[src/verilog/vsl_pkg.sv]
// ----------------------------------------------------------------------------
// Shared constants and types for the variable speed limit monitor.
// ----------------------------------------------------------------------------
package vsl_pkg;

    // Width of speeds, limits and the scaling word.
    localparam int VSL_W = 16;

    // Scaling word value that stands for one hundred percent (hundredths of a percent).
    localparam logic [15:0] VSL_PCT_FULL = 16'h2710;

    // Largest scaling word the controller end will send (just under one hundred percent).
    localparam logic [15:0] VSL_PCT_MAX_SEND = 16'h270f;

    // Limit value that stands for "no limit" when a companion function is inactive.
    localparam logic [15:0] VSL_NO_LIMIT = 16'hffff;

    // Reset values of held limits and of the scaling word.
    localparam logic [15:0] VSL_RST_LIMIT = 16'h0000;
    localparam logic [15:0] VSL_RST_PCT = 16'h0000;

    // Clock period and the millisecond unit of the start delay.
    localparam int VSL_CLK_PERIOD_NS = 8;
    localparam int VSL_MS_NS = 1000000;
    localparam int VSL_MS_CYCLES = VSL_MS_NS / VSL_CLK_PERIOD_NS;

    // Supervision states of the monitor.
    typedef enum logic [1:0] {
        VSL_IDLE,
        VSL_MON,
        VSL_DOWN
    } vsl_state_t;

endpackage

[src/verilog/vsl_if.sv]
`timescale 1ns/1ps
// ----------------------------------------------------------------------------
// Safety message link between the safety controller and the monitor.
// ----------------------------------------------------------------------------
interface vsl_if;
    logic msg_valid;
    logic msg_req;
    logic msg_pos_scale;
    logic msg_neg_scale;
    logic [7:0] msg_pct_hi;
    logic [7:0] msg_pct_lo;
    logic var_active;
    logic stop_active;

    // Controller end sends messages and reads back indications.
    modport ctrl (
        output msg_valid,
        output msg_req,
        output msg_pos_scale,
        output msg_neg_scale,
        output msg_pct_hi,
        output msg_pct_lo,
        input var_active,
        input stop_active
    );

    // Monitor end receives messages and reports indications.
    modport mon (
        input msg_valid,
        input msg_req,
        input msg_pos_scale,
        input msg_neg_scale,
        input msg_pct_hi,
        input msg_pct_lo,
        output var_active,
        output stop_active
    );
endinterface

[src/verilog/vsl_monitor.sv]
`timescale 1ns/1ps
// What this block does
// - Speed at scaled trip limit triggers emergency stop.
// - Ramp limit hit while decelerating, with time mode off, triggers torque off.
// - Time mode: delay expiry forces checking new limits.
// - Enforce lowest of variable, fixed, maximum limits.
// - Scale base limits by percentage; hold until next.
// - Scaled limits never exceed base limit set.
// - Positive flag selects scaling of positive limits.
// - Negative flag selects scaling of negative limits independently.
// - Percentage is two bytes in hundredths percent.
// - Controller sends unsigned value below one hundred.
// - One percentage scales both enabled directions alike.
// - Acceleration ramp is not supervised.
// - Lower request: ramp drive down, start delay.
// - Ramp down: monitor new limits at midpoint.
// - Speed settled at new limit sets active flag.
// - Old limits enforced until midpoint or, in time mode, delay expiry.
// - Lower rescale before reaching limits restarts delay counter.
// - Active flag off while ramping down.
// - Higher request: accelerate, enforce new limits at once.
// - Withdrawal ends monitoring only under automatic acknowledge.
// - Acknowledge after withdrawal or a stop ends monitoring, releases drive, clears flag.
module vsl_monitor
    import vsl_pkg::*;
#(
    parameter int MS_TICK_CYCLES = VSL_MS_CYCLES
)
(
    input wire logic clk,
    input wire logic rst,
    vsl_if.mon lnk,
    input wire logic signed [15:0] speed,
    input wire logic [15:0] base_limit_set_pos,
    input wire logic [15:0] base_limit_set_neg,
    input wire logic [15:0] variable_trip_limit_param_pos,
    input wire logic [15:0] variable_trip_limit_param_neg,
    input wire logic time_mode,
    input wire logic auto_ack,
    input wire logic ack,
    input wire logic ramp_hit,
    input wire logic [15:0] monitor_start_delay,
    input wire logic fixed_en,
    input wire logic [15:0] fixed_lim,
    input wire logic [15:0] fixed_trip,
    input wire logic max_en,
    input wire logic [15:0] max_lim,
    input wire logic [15:0] max_trip,
    output logic limit_req,
    output logic [15:0] drive_lim_pos,
    output logic [15:0] drive_lim_neg,
    output logic emergency_safe_stop,
    output logic torque_off,
    output logic variable_limit_active_flag,
    output logic monitoring
);

    // ------------------------------------------------------------------------
    // Helpers
    // ------------------------------------------------------------------------

    // Scales one base limit; unscaled when disabled, saturates at the base.
    function automatic logic [15:0] scale(input logic [15:0] base, input logic [15:0] p,
                                          input logic en);
        logic [31:0] prod;
        prod = 32'(base) * 32'(p);
        if (!en || p >= VSL_PCT_FULL) begin
            scale = base;
        end else begin
            scale = 16'(prod / 32'(VSL_PCT_FULL));
        end
    endfunction

    // Lowest of three limits.
    function automatic logic [15:0] min3(input logic [15:0] a, input logic [15:0] b,
                                         input logic [15:0] c);
        logic [15:0] m;
        m = (a < b) ? a : b;
        min3 = (m < c) ? m : c;
    endfunction

    // ------------------------------------------------------------------------
    // Held limits and state
    // ------------------------------------------------------------------------
    vsl_state_t state, next_state;
    logic [15:0] act_lim_p, act_lim_n, act_trip_p, act_trip_n;
    logic [15:0] tgt_lim_p, tgt_lim_n, tgt_trip_p, tgt_trip_n;
    logic [16:0] ms_cnt;
    logic ms_tick;
    logic [15:0] dly_cnt;
    logic withdrawn;

    // ------------------------------------------------------------------------
    // Message decode and scaling
    // ------------------------------------------------------------------------
    wire [15:0] pct = {lnk.msg_pct_hi, lnk.msg_pct_lo};
    wire req_msg = lnk.msg_valid & lnk.msg_req;
    wire wd_msg = lnk.msg_valid & ~lnk.msg_req;
    // The same percentage feeds both directions; each has its own enable.
    wire [15:0] new_lim_p = scale(base_limit_set_pos, pct, lnk.msg_pos_scale);
    wire [15:0] new_trip_p = scale(variable_trip_limit_param_pos, pct, lnk.msg_pos_scale);
    wire [15:0] new_lim_n = scale(base_limit_set_neg, pct, lnk.msg_neg_scale);
    wire [15:0] new_trip_n = scale(variable_trip_limit_param_neg, pct, lnk.msg_neg_scale);

    // When idle the unscaled set is the reference for deciding direction.
    wire idle = (state == VSL_IDLE);
    wire [15:0] cur_lim_p = idle ? base_limit_set_pos : act_lim_p;
    wire [15:0] cur_lim_n = idle ? base_limit_set_neg : act_lim_n;
    wire lower = (new_lim_p < cur_lim_p) || (new_lim_n < cur_lim_n);

    // ------------------------------------------------------------------------
    // Speed comparison against the lowest active limits
    // ------------------------------------------------------------------------
    wire spd_neg = speed[15];
    wire [16:0] spd_mag = spd_neg ? (17'h00000 - {speed[15], speed}) : {1'b0, speed};
    wire [15:0] fx_trip = fixed_en ? fixed_trip : VSL_NO_LIMIT;
    wire [15:0] mx_trip = max_en ? max_trip : VSL_NO_LIMIT;
    wire [15:0] fx_lim = fixed_en ? fixed_lim : VSL_NO_LIMIT;
    wire [15:0] mx_lim = max_en ? max_lim : VSL_NO_LIMIT;
    wire [15:0] eff_trip_p = min3(act_trip_p, fx_trip, mx_trip);
    wire [15:0] eff_trip_n = min3(act_trip_n, fx_trip, mx_trip);
    wire [15:0] eff_trip = spd_neg ? eff_trip_n : eff_trip_p;
    // Old limits stay enforced in the ramp-down state as well.
    wire trip_hit = !idle && (spd_mag >= {1'b0, eff_trip});

    // Midpoint between the new limit and the new trip limit.
    wire [16:0] mid_p = 17'(({1'b0, tgt_lim_p} + {1'b0, tgt_trip_p}) >> 1);
    wire [16:0] mid_n = 17'(({1'b0, tgt_lim_n} + {1'b0, tgt_trip_n}) >> 1);
    wire at_mid = spd_mag <= (spd_neg ? mid_n : mid_p);
    wire at_lim = spd_mag <= {1'b0, spd_neg ? act_lim_n : act_lim_p};
    wire dly_done = (dly_cnt >= monitor_start_delay);
    wire ack_ok = ack && (withdrawn || emergency_safe_stop || torque_off);

    // ------------------------------------------------------------------------
    // Supervision state machine
    // ------------------------------------------------------------------------
    always_comb begin
        next_state = state;
        if (ack_ok) begin
            next_state = VSL_IDLE;
        end else if (wd_msg && auto_ack) begin
            next_state = VSL_IDLE;
        end else if (req_msg) begin
            next_state = lower ? VSL_DOWN : VSL_MON;
        end else if (state == VSL_DOWN && (at_mid || (time_mode && dly_done))) begin
            next_state = VSL_MON;
        end
    end

    wire take_new = (next_state == VSL_MON) && (req_msg || state == VSL_DOWN);

    // ------------------------------------------------------------------------
    // Millisecond enable and start delay counter
    // ------------------------------------------------------------------------
    assign ms_tick = (ms_cnt == 17'(MS_TICK_CYCLES - 1));

    always_ff @(posedge clk or posedge rst) begin
        if (rst) begin
            ms_cnt <= 17'h00000;
            dly_cnt <= 16'h0000;
        end else begin
            ms_cnt <= ms_tick ? 17'h00000 : ms_cnt + 17'h00001;
            if (req_msg && lower) begin
                dly_cnt <= 16'h0000;
            end else if (ms_tick && !dly_done) begin
                dly_cnt <= dly_cnt + 16'h0001;
            end
        end
    end

    // ------------------------------------------------------------------------
    // Limits held between messages
    // ------------------------------------------------------------------------
    always_ff @(posedge clk or posedge rst) begin
        if (rst) begin
            tgt_lim_p <= VSL_RST_LIMIT;
            tgt_lim_n <= VSL_RST_LIMIT;
            tgt_trip_p <= VSL_RST_LIMIT;
            tgt_trip_n <= VSL_RST_LIMIT;
        end else if (req_msg) begin
            tgt_lim_p <= new_lim_p;
            tgt_lim_n <= new_lim_n;
            tgt_trip_p <= new_trip_p;
            tgt_trip_n <= new_trip_n;
        end
    end

    // Enforced limits: new at once when rising, after the ramp when falling.
    always_ff @(posedge clk or posedge rst) begin
        if (rst) begin
            act_lim_p <= VSL_RST_LIMIT;
            act_lim_n <= VSL_RST_LIMIT;
            act_trip_p <= VSL_RST_LIMIT;
            act_trip_n <= VSL_RST_LIMIT;
        end else if (take_new && req_msg) begin
            act_lim_p <= new_lim_p;
            act_lim_n <= new_lim_n;
            act_trip_p <= new_trip_p;
            act_trip_n <= new_trip_n;
        end else if (take_new) begin
            act_lim_p <= tgt_lim_p;
            act_lim_n <= tgt_lim_n;
            act_trip_p <= tgt_trip_p;
            act_trip_n <= tgt_trip_n;
        end else if (idle && req_msg) begin
            act_lim_p <= base_limit_set_pos;
            act_lim_n <= base_limit_set_neg;
            act_trip_p <= variable_trip_limit_param_pos;
            act_trip_n <= variable_trip_limit_param_neg;
        end
    end

    // ------------------------------------------------------------------------
    // State, latched reactions and outputs
    // ------------------------------------------------------------------------
    always_ff @(posedge clk or posedge rst) begin
        if (rst) begin
            state <= VSL_IDLE;
            withdrawn <= 1'b0;
            emergency_safe_stop <= 1'b0;
            torque_off <= 1'b0;
        end else begin
            state <= next_state;
            withdrawn <= (next_state != VSL_IDLE) && (wd_msg || (withdrawn && !req_msg));
            // A hit in the acknowledge cycle still latches.
            emergency_safe_stop <= trip_hit || (emergency_safe_stop && !ack_ok);
            // Ramp supervision only while decelerating, never on acceleration.
            torque_off <= (state == VSL_DOWN && !time_mode && ramp_hit)
                          || (torque_off && !ack_ok);
        end
    end

    // Drive requests, indications and link feedback.
    always_ff @(posedge clk or posedge rst) begin
        if (rst) begin
            limit_req <= 1'b0;
            drive_lim_pos <= VSL_RST_LIMIT;
            drive_lim_neg <= VSL_RST_LIMIT;
            variable_limit_active_flag <= 1'b0;
            monitoring <= 1'b0;
            lnk.var_active <= 1'b0;
            lnk.stop_active <= 1'b0;
        end else begin
            limit_req <= (next_state != VSL_IDLE);
            drive_lim_pos <= min3(tgt_lim_p, fx_lim, mx_lim);
            drive_lim_neg <= min3(tgt_lim_n, fx_lim, mx_lim);
            if (next_state != VSL_MON) begin
                variable_limit_active_flag <= 1'b0;
            end else if (state == VSL_MON && at_lim) begin
                variable_limit_active_flag <= 1'b1;
            end
            monitoring <= (next_state != VSL_IDLE);
            lnk.var_active <= variable_limit_active_flag;
            lnk.stop_active <= emergency_safe_stop || torque_off;
        end
    end

endmodule

[src/flat_wrapper.sv]
// flat-port wrapper written by rule: the top's interface ports become plain ports
module vsl_monitor_flat import vsl_pkg::*;
#(
    parameter int MS_TICK_CYCLES = VSL_MS_CYCLES
)
  (clk, rst, speed, base_limit_set_pos, base_limit_set_neg, variable_trip_limit_param_pos, variable_trip_limit_param_neg, time_mode, auto_ack, ack, ramp_hit, monitor_start_delay, fixed_en, fixed_lim, fixed_trip, max_en, max_lim, max_trip, limit_req, drive_lim_pos, drive_lim_neg, emergency_safe_stop, torque_off, variable_limit_active_flag, monitoring, lnk_msg_valid, lnk_msg_req, lnk_msg_pos_scale, lnk_msg_neg_scale, lnk_msg_pct_hi, lnk_msg_pct_lo, lnk_var_active, lnk_stop_active);
  vsl_if lnk_i ();
  input wire logic clk;
  input wire logic rst;
  input wire logic signed [15:0] speed;
  input wire logic [15:0] base_limit_set_pos;
  input wire logic [15:0] base_limit_set_neg;
  input wire logic [15:0] variable_trip_limit_param_pos;
  input wire logic [15:0] variable_trip_limit_param_neg;
  input wire logic time_mode;
  input wire logic auto_ack;
  input wire logic ack;
  input wire logic ramp_hit;
  input wire logic [15:0] monitor_start_delay;
  input wire logic fixed_en;
  input wire logic [15:0] fixed_lim;
  input wire logic [15:0] fixed_trip;
  input wire logic max_en;
  input wire logic [15:0] max_lim;
  input wire logic [15:0] max_trip;
  output logic limit_req;
  output logic [15:0] drive_lim_pos;
  output logic [15:0] drive_lim_neg;
  output logic emergency_safe_stop;
  output logic torque_off;
  output logic variable_limit_active_flag;
  output logic monitoring;
  input wire logic [$bits(lnk_i.msg_valid)-1:0] lnk_msg_valid;
  input wire logic [$bits(lnk_i.msg_req)-1:0] lnk_msg_req;
  input wire logic [$bits(lnk_i.msg_pos_scale)-1:0] lnk_msg_pos_scale;
  input wire logic [$bits(lnk_i.msg_neg_scale)-1:0] lnk_msg_neg_scale;
  input wire logic [$bits(lnk_i.msg_pct_hi)-1:0] lnk_msg_pct_hi;
  input wire logic [$bits(lnk_i.msg_pct_lo)-1:0] lnk_msg_pct_lo;
  output wire logic [$bits(lnk_i.var_active)-1:0] lnk_var_active;
  output wire logic [$bits(lnk_i.stop_active)-1:0] lnk_stop_active;
  assign lnk_i.msg_valid = lnk_msg_valid;
  assign lnk_i.msg_req = lnk_msg_req;
  assign lnk_i.msg_pos_scale = lnk_msg_pos_scale;
  assign lnk_i.msg_neg_scale = lnk_msg_neg_scale;
  assign lnk_i.msg_pct_hi = lnk_msg_pct_hi;
  assign lnk_i.msg_pct_lo = lnk_msg_pct_lo;
  assign lnk_var_active = lnk_i.var_active;
  assign lnk_stop_active = lnk_i.stop_active;
  vsl_monitor #(.MS_TICK_CYCLES(MS_TICK_CYCLES)) u_core (.clk(clk), .rst(rst), .lnk(lnk_i), .speed(speed), .base_limit_set_pos(base_limit_set_pos), .base_limit_set_neg(base_limit_set_neg), .variable_trip_limit_param_pos(variable_trip_limit_param_pos), .variable_trip_limit_param_neg(variable_trip_limit_param_neg), .time_mode(time_mode), .auto_ack(auto_ack), .ack(ack), .ramp_hit(ramp_hit), .monitor_start_delay(monitor_start_delay), .fixed_en(fixed_en), .fixed_lim(fixed_lim), .fixed_trip(fixed_trip), .max_en(max_en), .max_lim(max_lim), .max_trip(max_trip), .limit_req(limit_req), .drive_lim_pos(drive_lim_pos), .drive_lim_neg(drive_lim_neg), .emergency_safe_stop(emergency_safe_stop), .torque_off(torque_off), .variable_limit_active_flag(variable_limit_active_flag), .monitoring(monitoring));
endmodule
[config.mk]
export PLATFORM = sky130hd
export DESIGN_NAME = vsl_monitor_flat
export DESIGN_NICKNAME = d
export VERILOG_FILES = /design/src/verilog/vsl_pkg.sv /design/src/verilog/vsl_if.sv /design/src/verilog/vsl_monitor.sv /design/src/flat_wrapper.sv
export SDC_FILE = /design/constraint.sdc
export NUM_CORES = 2
export LEC_CHECK = 0
export BUFFER_PORTS_ARGS = -buffer_cell sky130_fd_sc_hd__buf_4
export CAP_MARGIN = 40
export CELL_PAD_IN_SITES_DETAIL_PLACEMENT = 0
export CELL_PAD_IN_SITES_GLOBAL_PLACEMENT = 1
export CORE_ASPECT_RATIO = 1.75
export CORE_MARGIN = 2
export CORE_UTILIZATION = 54
export DETAILED_ROUTE_END_ITERATION = 7
export GPL_TIMING_DRIVEN = 0
export PLACE_DENSITY_LB_ADDON = 0.1
export SYNTH_ARGS = -nofsm -noshare
export SYNTH_HDL_FRONTEND = slang
export SYNTH_SLANG_ARGS = --single-unit
[constraint.sdc]
create_clock -name clk -period 14.5 [get_ports clk]
set_clock_uncertainty 0.05 [all_clocks]
set_input_delay 2.175 -clock clk [delete_from_list [all_inputs] [get_ports clk]]
set_output_delay 2.175 -clock clk [all_outputs]
set_load 0.05 [all_outputs]
==> summary.txt <==
Outcome: complete, but fails checks
Violated checks: DRC, setup timing
Vias per cell: 6.55
Drt drc: 2
Uppermost layer routed: met5
Post-route setup slack: -11.27 ns
Mapped Avg Cell Area: 7.65 um^2
Total vias in the final route: 88.1k
Slew Limit Fails: 0
Core box area: 150000 um^2
Final Hold Viols: 0
Sequential fraction of the synthesis area: 6.19%
Htree depth: 1
Synth unique cells: 159
Detailed Place HPWL: 265 mm
Die H: 518 um
Fin Setup TNS: -1185.12 ns
Largest net degree at the start of global routing: 117
WL met2: 166 mm
Crit path buffers/inverters: 21
CP max-delay cell: or4_1
CTS Hold Buffers Added: 0
Hold/Removal Path Class: reg2reg
Root Driver: clkbuf_16
CP peak stage delay: 0.74 ns
Critical Path AT: 26.14 ns
Number of global-route vias before repair: 88.8k
Crit Path Max Fanout: 11
Crit Path Class: in2reg
CTS max path bufs: 3
Top FF cell, synth: dfrtp_1
FF-to-FF End: u_core.emergency_safe_stop
Synth Register Bits: 202
R2R Path Start: u_core.act_trip_p[1]
Async SR Flop Fraction: 100%
Mapped Cells: 10.7k
Final setup violating endpoints: 132
Clock slew at reported path FFs: 0.07 ns
Layout Area Growth over Synthesis: 24.4%
Highest clock rate: 0.0388 GHz
Iteration-0 DRC Markers: 6601
Full die area: 154000 um^2
M1 wire length: 110 mm
GRT overflow: 0
Cts bufs inserted: 19
WL final: 335 mm
Hold path depth: 0
EDFF count, synth: 0
Cell family with most CP delay: compound AO/OA/AOI/OAI gates
Worst-Skew Late Latency: 0.58 ns
Cell Rows: 188
WHS Endpoint: u_core.lnk.var_active
R2R cell count: 60
IO Pins: 227
CP Launch Type: primary input
Final nets: 13.1k
CTS tree: yes
Placed cell count: 12.9k
GRT Util Overall: 41.2%
Routed len/inst: 24.9 um
Die X: 298 um
Hold path startpoint: u_core.variable_limit_active_flag
Post-Syn Nets: 12.3k
Required @ worst endpoint: 14.87 ns
CP endpoint kind: flip-flop
Met3 routed WL: 24.8 mm
Proportion of layout cells with a drive suffix above 1: 21.3%
R2r setup slk: 5.33 ns
Port Buf Inserts: 176
First-pass GRT wire length: 501 mm
Hold_ws: 0.422 ns
Initial antenna violation count: 23
Max-cap violations: 0
Normalized max-slew margin: 26.4%
CTS sink count: 202
Initial Utilization: 54.4%
Worst slack at placement: -15.64 ns
Placer Congestion: 1.03
RSZ-0062 raised after global routing: yes
Antenna-violating nets left: 0
Post-route minimum period: 25.77 ns
First-pass detailed-route iteration total: 8
Cell mode on critical path: buf_4
Final non-filler cell total: 13.4k
Worst Max-Slew Pin Slew: 1.10 ns
Tcrit/Tclk final: 178%
Layout fillers: 12.7k
Area of the mapped netlist: 81700 um^2
Synth Warn #: 0
-- Yosys cell counts, types with 33 or more instances --
cell,number,area [um^2]
nor4_1,67,419
or4_1,41,308
o21ai_1,65,325
a211o_1,36,315
a31oi_1,105,657
a2bb2oi_1,38,333
nand2b_1,136,851
o211a_1,33,330
nor3_1,228,1140
nand2_1,1250,4690
and3_1,94,588
fa_1,778,15600
clkbuf_1,375,1410
o2111ai_1,39,342
maj3_1,37,370
a21o_1,131,983
or2_2,55,344
o21bai_1,52,390
nor2b_1,120,751
a21oi_1,640,3200
a21boi_0,34,255
xnor2_1,414,3630
o211ai_1,122,916
buf_2,72,360
o21a_1,135,1010
and2_1,557,3480
o22ai_1,46,288
o22a_1,58,508
ha_1,663,8300
nand4_1,95,594
or3_1,87,544
o31ai_1,129,968
o31a_1,49,429
a211oi_1,100,751
o21ai_0,493,2470
inv_1,1044,3920
nand3_1,233,1170
nor2_1,665,2500
mux2i_1,134,1340
xor2_1,149,1310
dfrtp_1,202,5050
-- final cells by class --
type                       instances  area, um^2  area share (%)
timing repair buffer             749        5970            5.88
sequential                       202        5050            4.98
multi-input combinational       8920       78900            77.6
antenna                           13        32.5          0.0320
clock inverter                    11         143           0.140
tap                             1995        2500            2.46
buffer                           484        4570            4.50
clock buffer                      22         517           0.509
inverter                        1046        3940            3.88
-- worst reg2reg max path: cells and delay by family (launching register included) --
family | cells | cell delay, ns
simple gates | 23 | 1.92
buf+inv | 2 | 0.79
compound gates | 32 | 4.97
flops | 1 | 0.42
fa+ha+maj | 3 | 0.88
-- per-stage QoR --
step                      cell area (um^2)  util, %
final                               102000     67.7
after global routing                102000     67.7
after CTS                            96700     64.4
after detailed placement             91000     60.6
after global placement               90700     60.4
after floorplan                      86900        -
-- registers in the layout (all words and copies together), names as in the netlist, 2 cells and up --
name	cells
u_core.drive_lim_pos	16
u_core.dly_cnt	16
u_core.act_lim_p	16
u_core.tgt_trip_p	16
u_core.act_trip_p	16
u_core.act_lim_n	16
u_core.tgt_trip_n	16
u_core.tgt_lim_p	16
u_core.ms_cnt	17
u_core.act_trip_n	16
u_core.state	2
u_core.tgt_lim_n	16
u_core.drive_lim_neg	16
-- layout by cell type (no fill, tap or decap), types with 46 or more instances in the layout --
| master | Yosys | layout |
|---|---|---|
| nand2_1 | 1250 | 1203 |
| inv_1 | 1044 | 1035 |
| fa_1 | 778 | 754 |
| buf_4 | 23 | 725 |
| ha_1 | 663 | 642 |
| nor2_1 | 665 | 611 |
| a21oi_1 | 640 | 547 |
| and2_1 | 557 | 546 |
| o21ai_0 | 493 | 406 |
| xnor2_1 | 414 | 316 |
| nand3_1 | 233 | 206 |
| dfrtp_1 | 202 | 202 |
| nor3_1 | 228 | 181 |
| nand2b_1 | 136 | 135 |
| a21o_1 | 131 | 125 |
| o21a_1 | 135 | 124 |
| o211ai_1 | 122 | 122 |
| nor2b_1 | 120 | 118 |
| clkbuf_1 | 375 | 114 |
| mux2i_1 | 134 | 110 |
| xor2_1 | 149 | 110 |
| clkbuf_8 | 0 | 97 |
| nand4_1 | 95 | 95 |
| o21ai_1 | 65 | 92 |
| buf_6 | 16 | 90 |
| o31ai_1 | 129 | 85 |
| and3_1 | 94 | 80 |
| a31oi_1 | 105 | 78 |
| or3_1 | 87 | 77 |
| xnor2_2 | 10 | 73 |
| a21oi_2 | 19 | 67 |
| a211oi_1 | 100 | 61 |
| o22a_1 | 58 | 56 |
| or2_2 | 55 | 51 |
| o31a_1 | 49 | 49 |
| o21bai_1 | 52 | 47 |
| clkbuf_2 | 2 | 46 |
| a21oi_4 | 1 | 46 |
| o21ai_2 | 1 | 46 |
-- layer usage --
| metal | vias up | GRT usage (%) |
|---|---|---|
| li1 | 39100 | - |
| met1 | 42800 | 41.4 |
| met2 | 4406 | 73.8 |
| met3 | 1750 | 7.56 |
| met4 | 16 | 33.6 |
| met5 | - | 0 |
-- worst max path at each step --
stage / from / endpoint / slack [ns] / depth (start not counted)
after floorplan: base_limit_set_neg[12] / u_core.limit_req / -9.56 / 89
after global placement: base_limit_set_neg[14] / u_core.act_trip_n[13] / -15.64 / 84
after detailed placement: base_limit_set_neg[15] / u_core.act_trip_n[13] / -15.64 / 87
after CTS: lnk_msg_pct_hi[3] / u_core.act_trip_p[0] / -10.87 / 89
after global routing: variable_trip_limit_param_pos[2] / u_core.act_trip_p[0] / -11.89 / 88
final: lnk_msg_pct_lo[6] / u_core.limit_req / -11.27 / 98
-- what timing repair did --
item,CTS,global route
setup endpoints to repair,137,136
gates cloned,2,1
gates resized for setup,583,580
pin swaps,197,272
buffers inserted,250,286
-- cells by family after synthesis --
group | Yosys count | synth area share [%]
AND/OR/NAND/NOR | 3788 | 23.0
XOR/XNOR | 576 | 6.32
buffers and inverters | 1551 | 7.51
flip-flops | 202 | 6.19
multiplexers | 170 | 2.16
AO/OA/AOI/OAI | 2907 | 25.2
adder cells (fa/ha/maj) | 1478 | 29.7
Power is left out: the tool's default activity adds up to more than one toggle a clock period on the data nets, which glitch-free logic cannot reach.
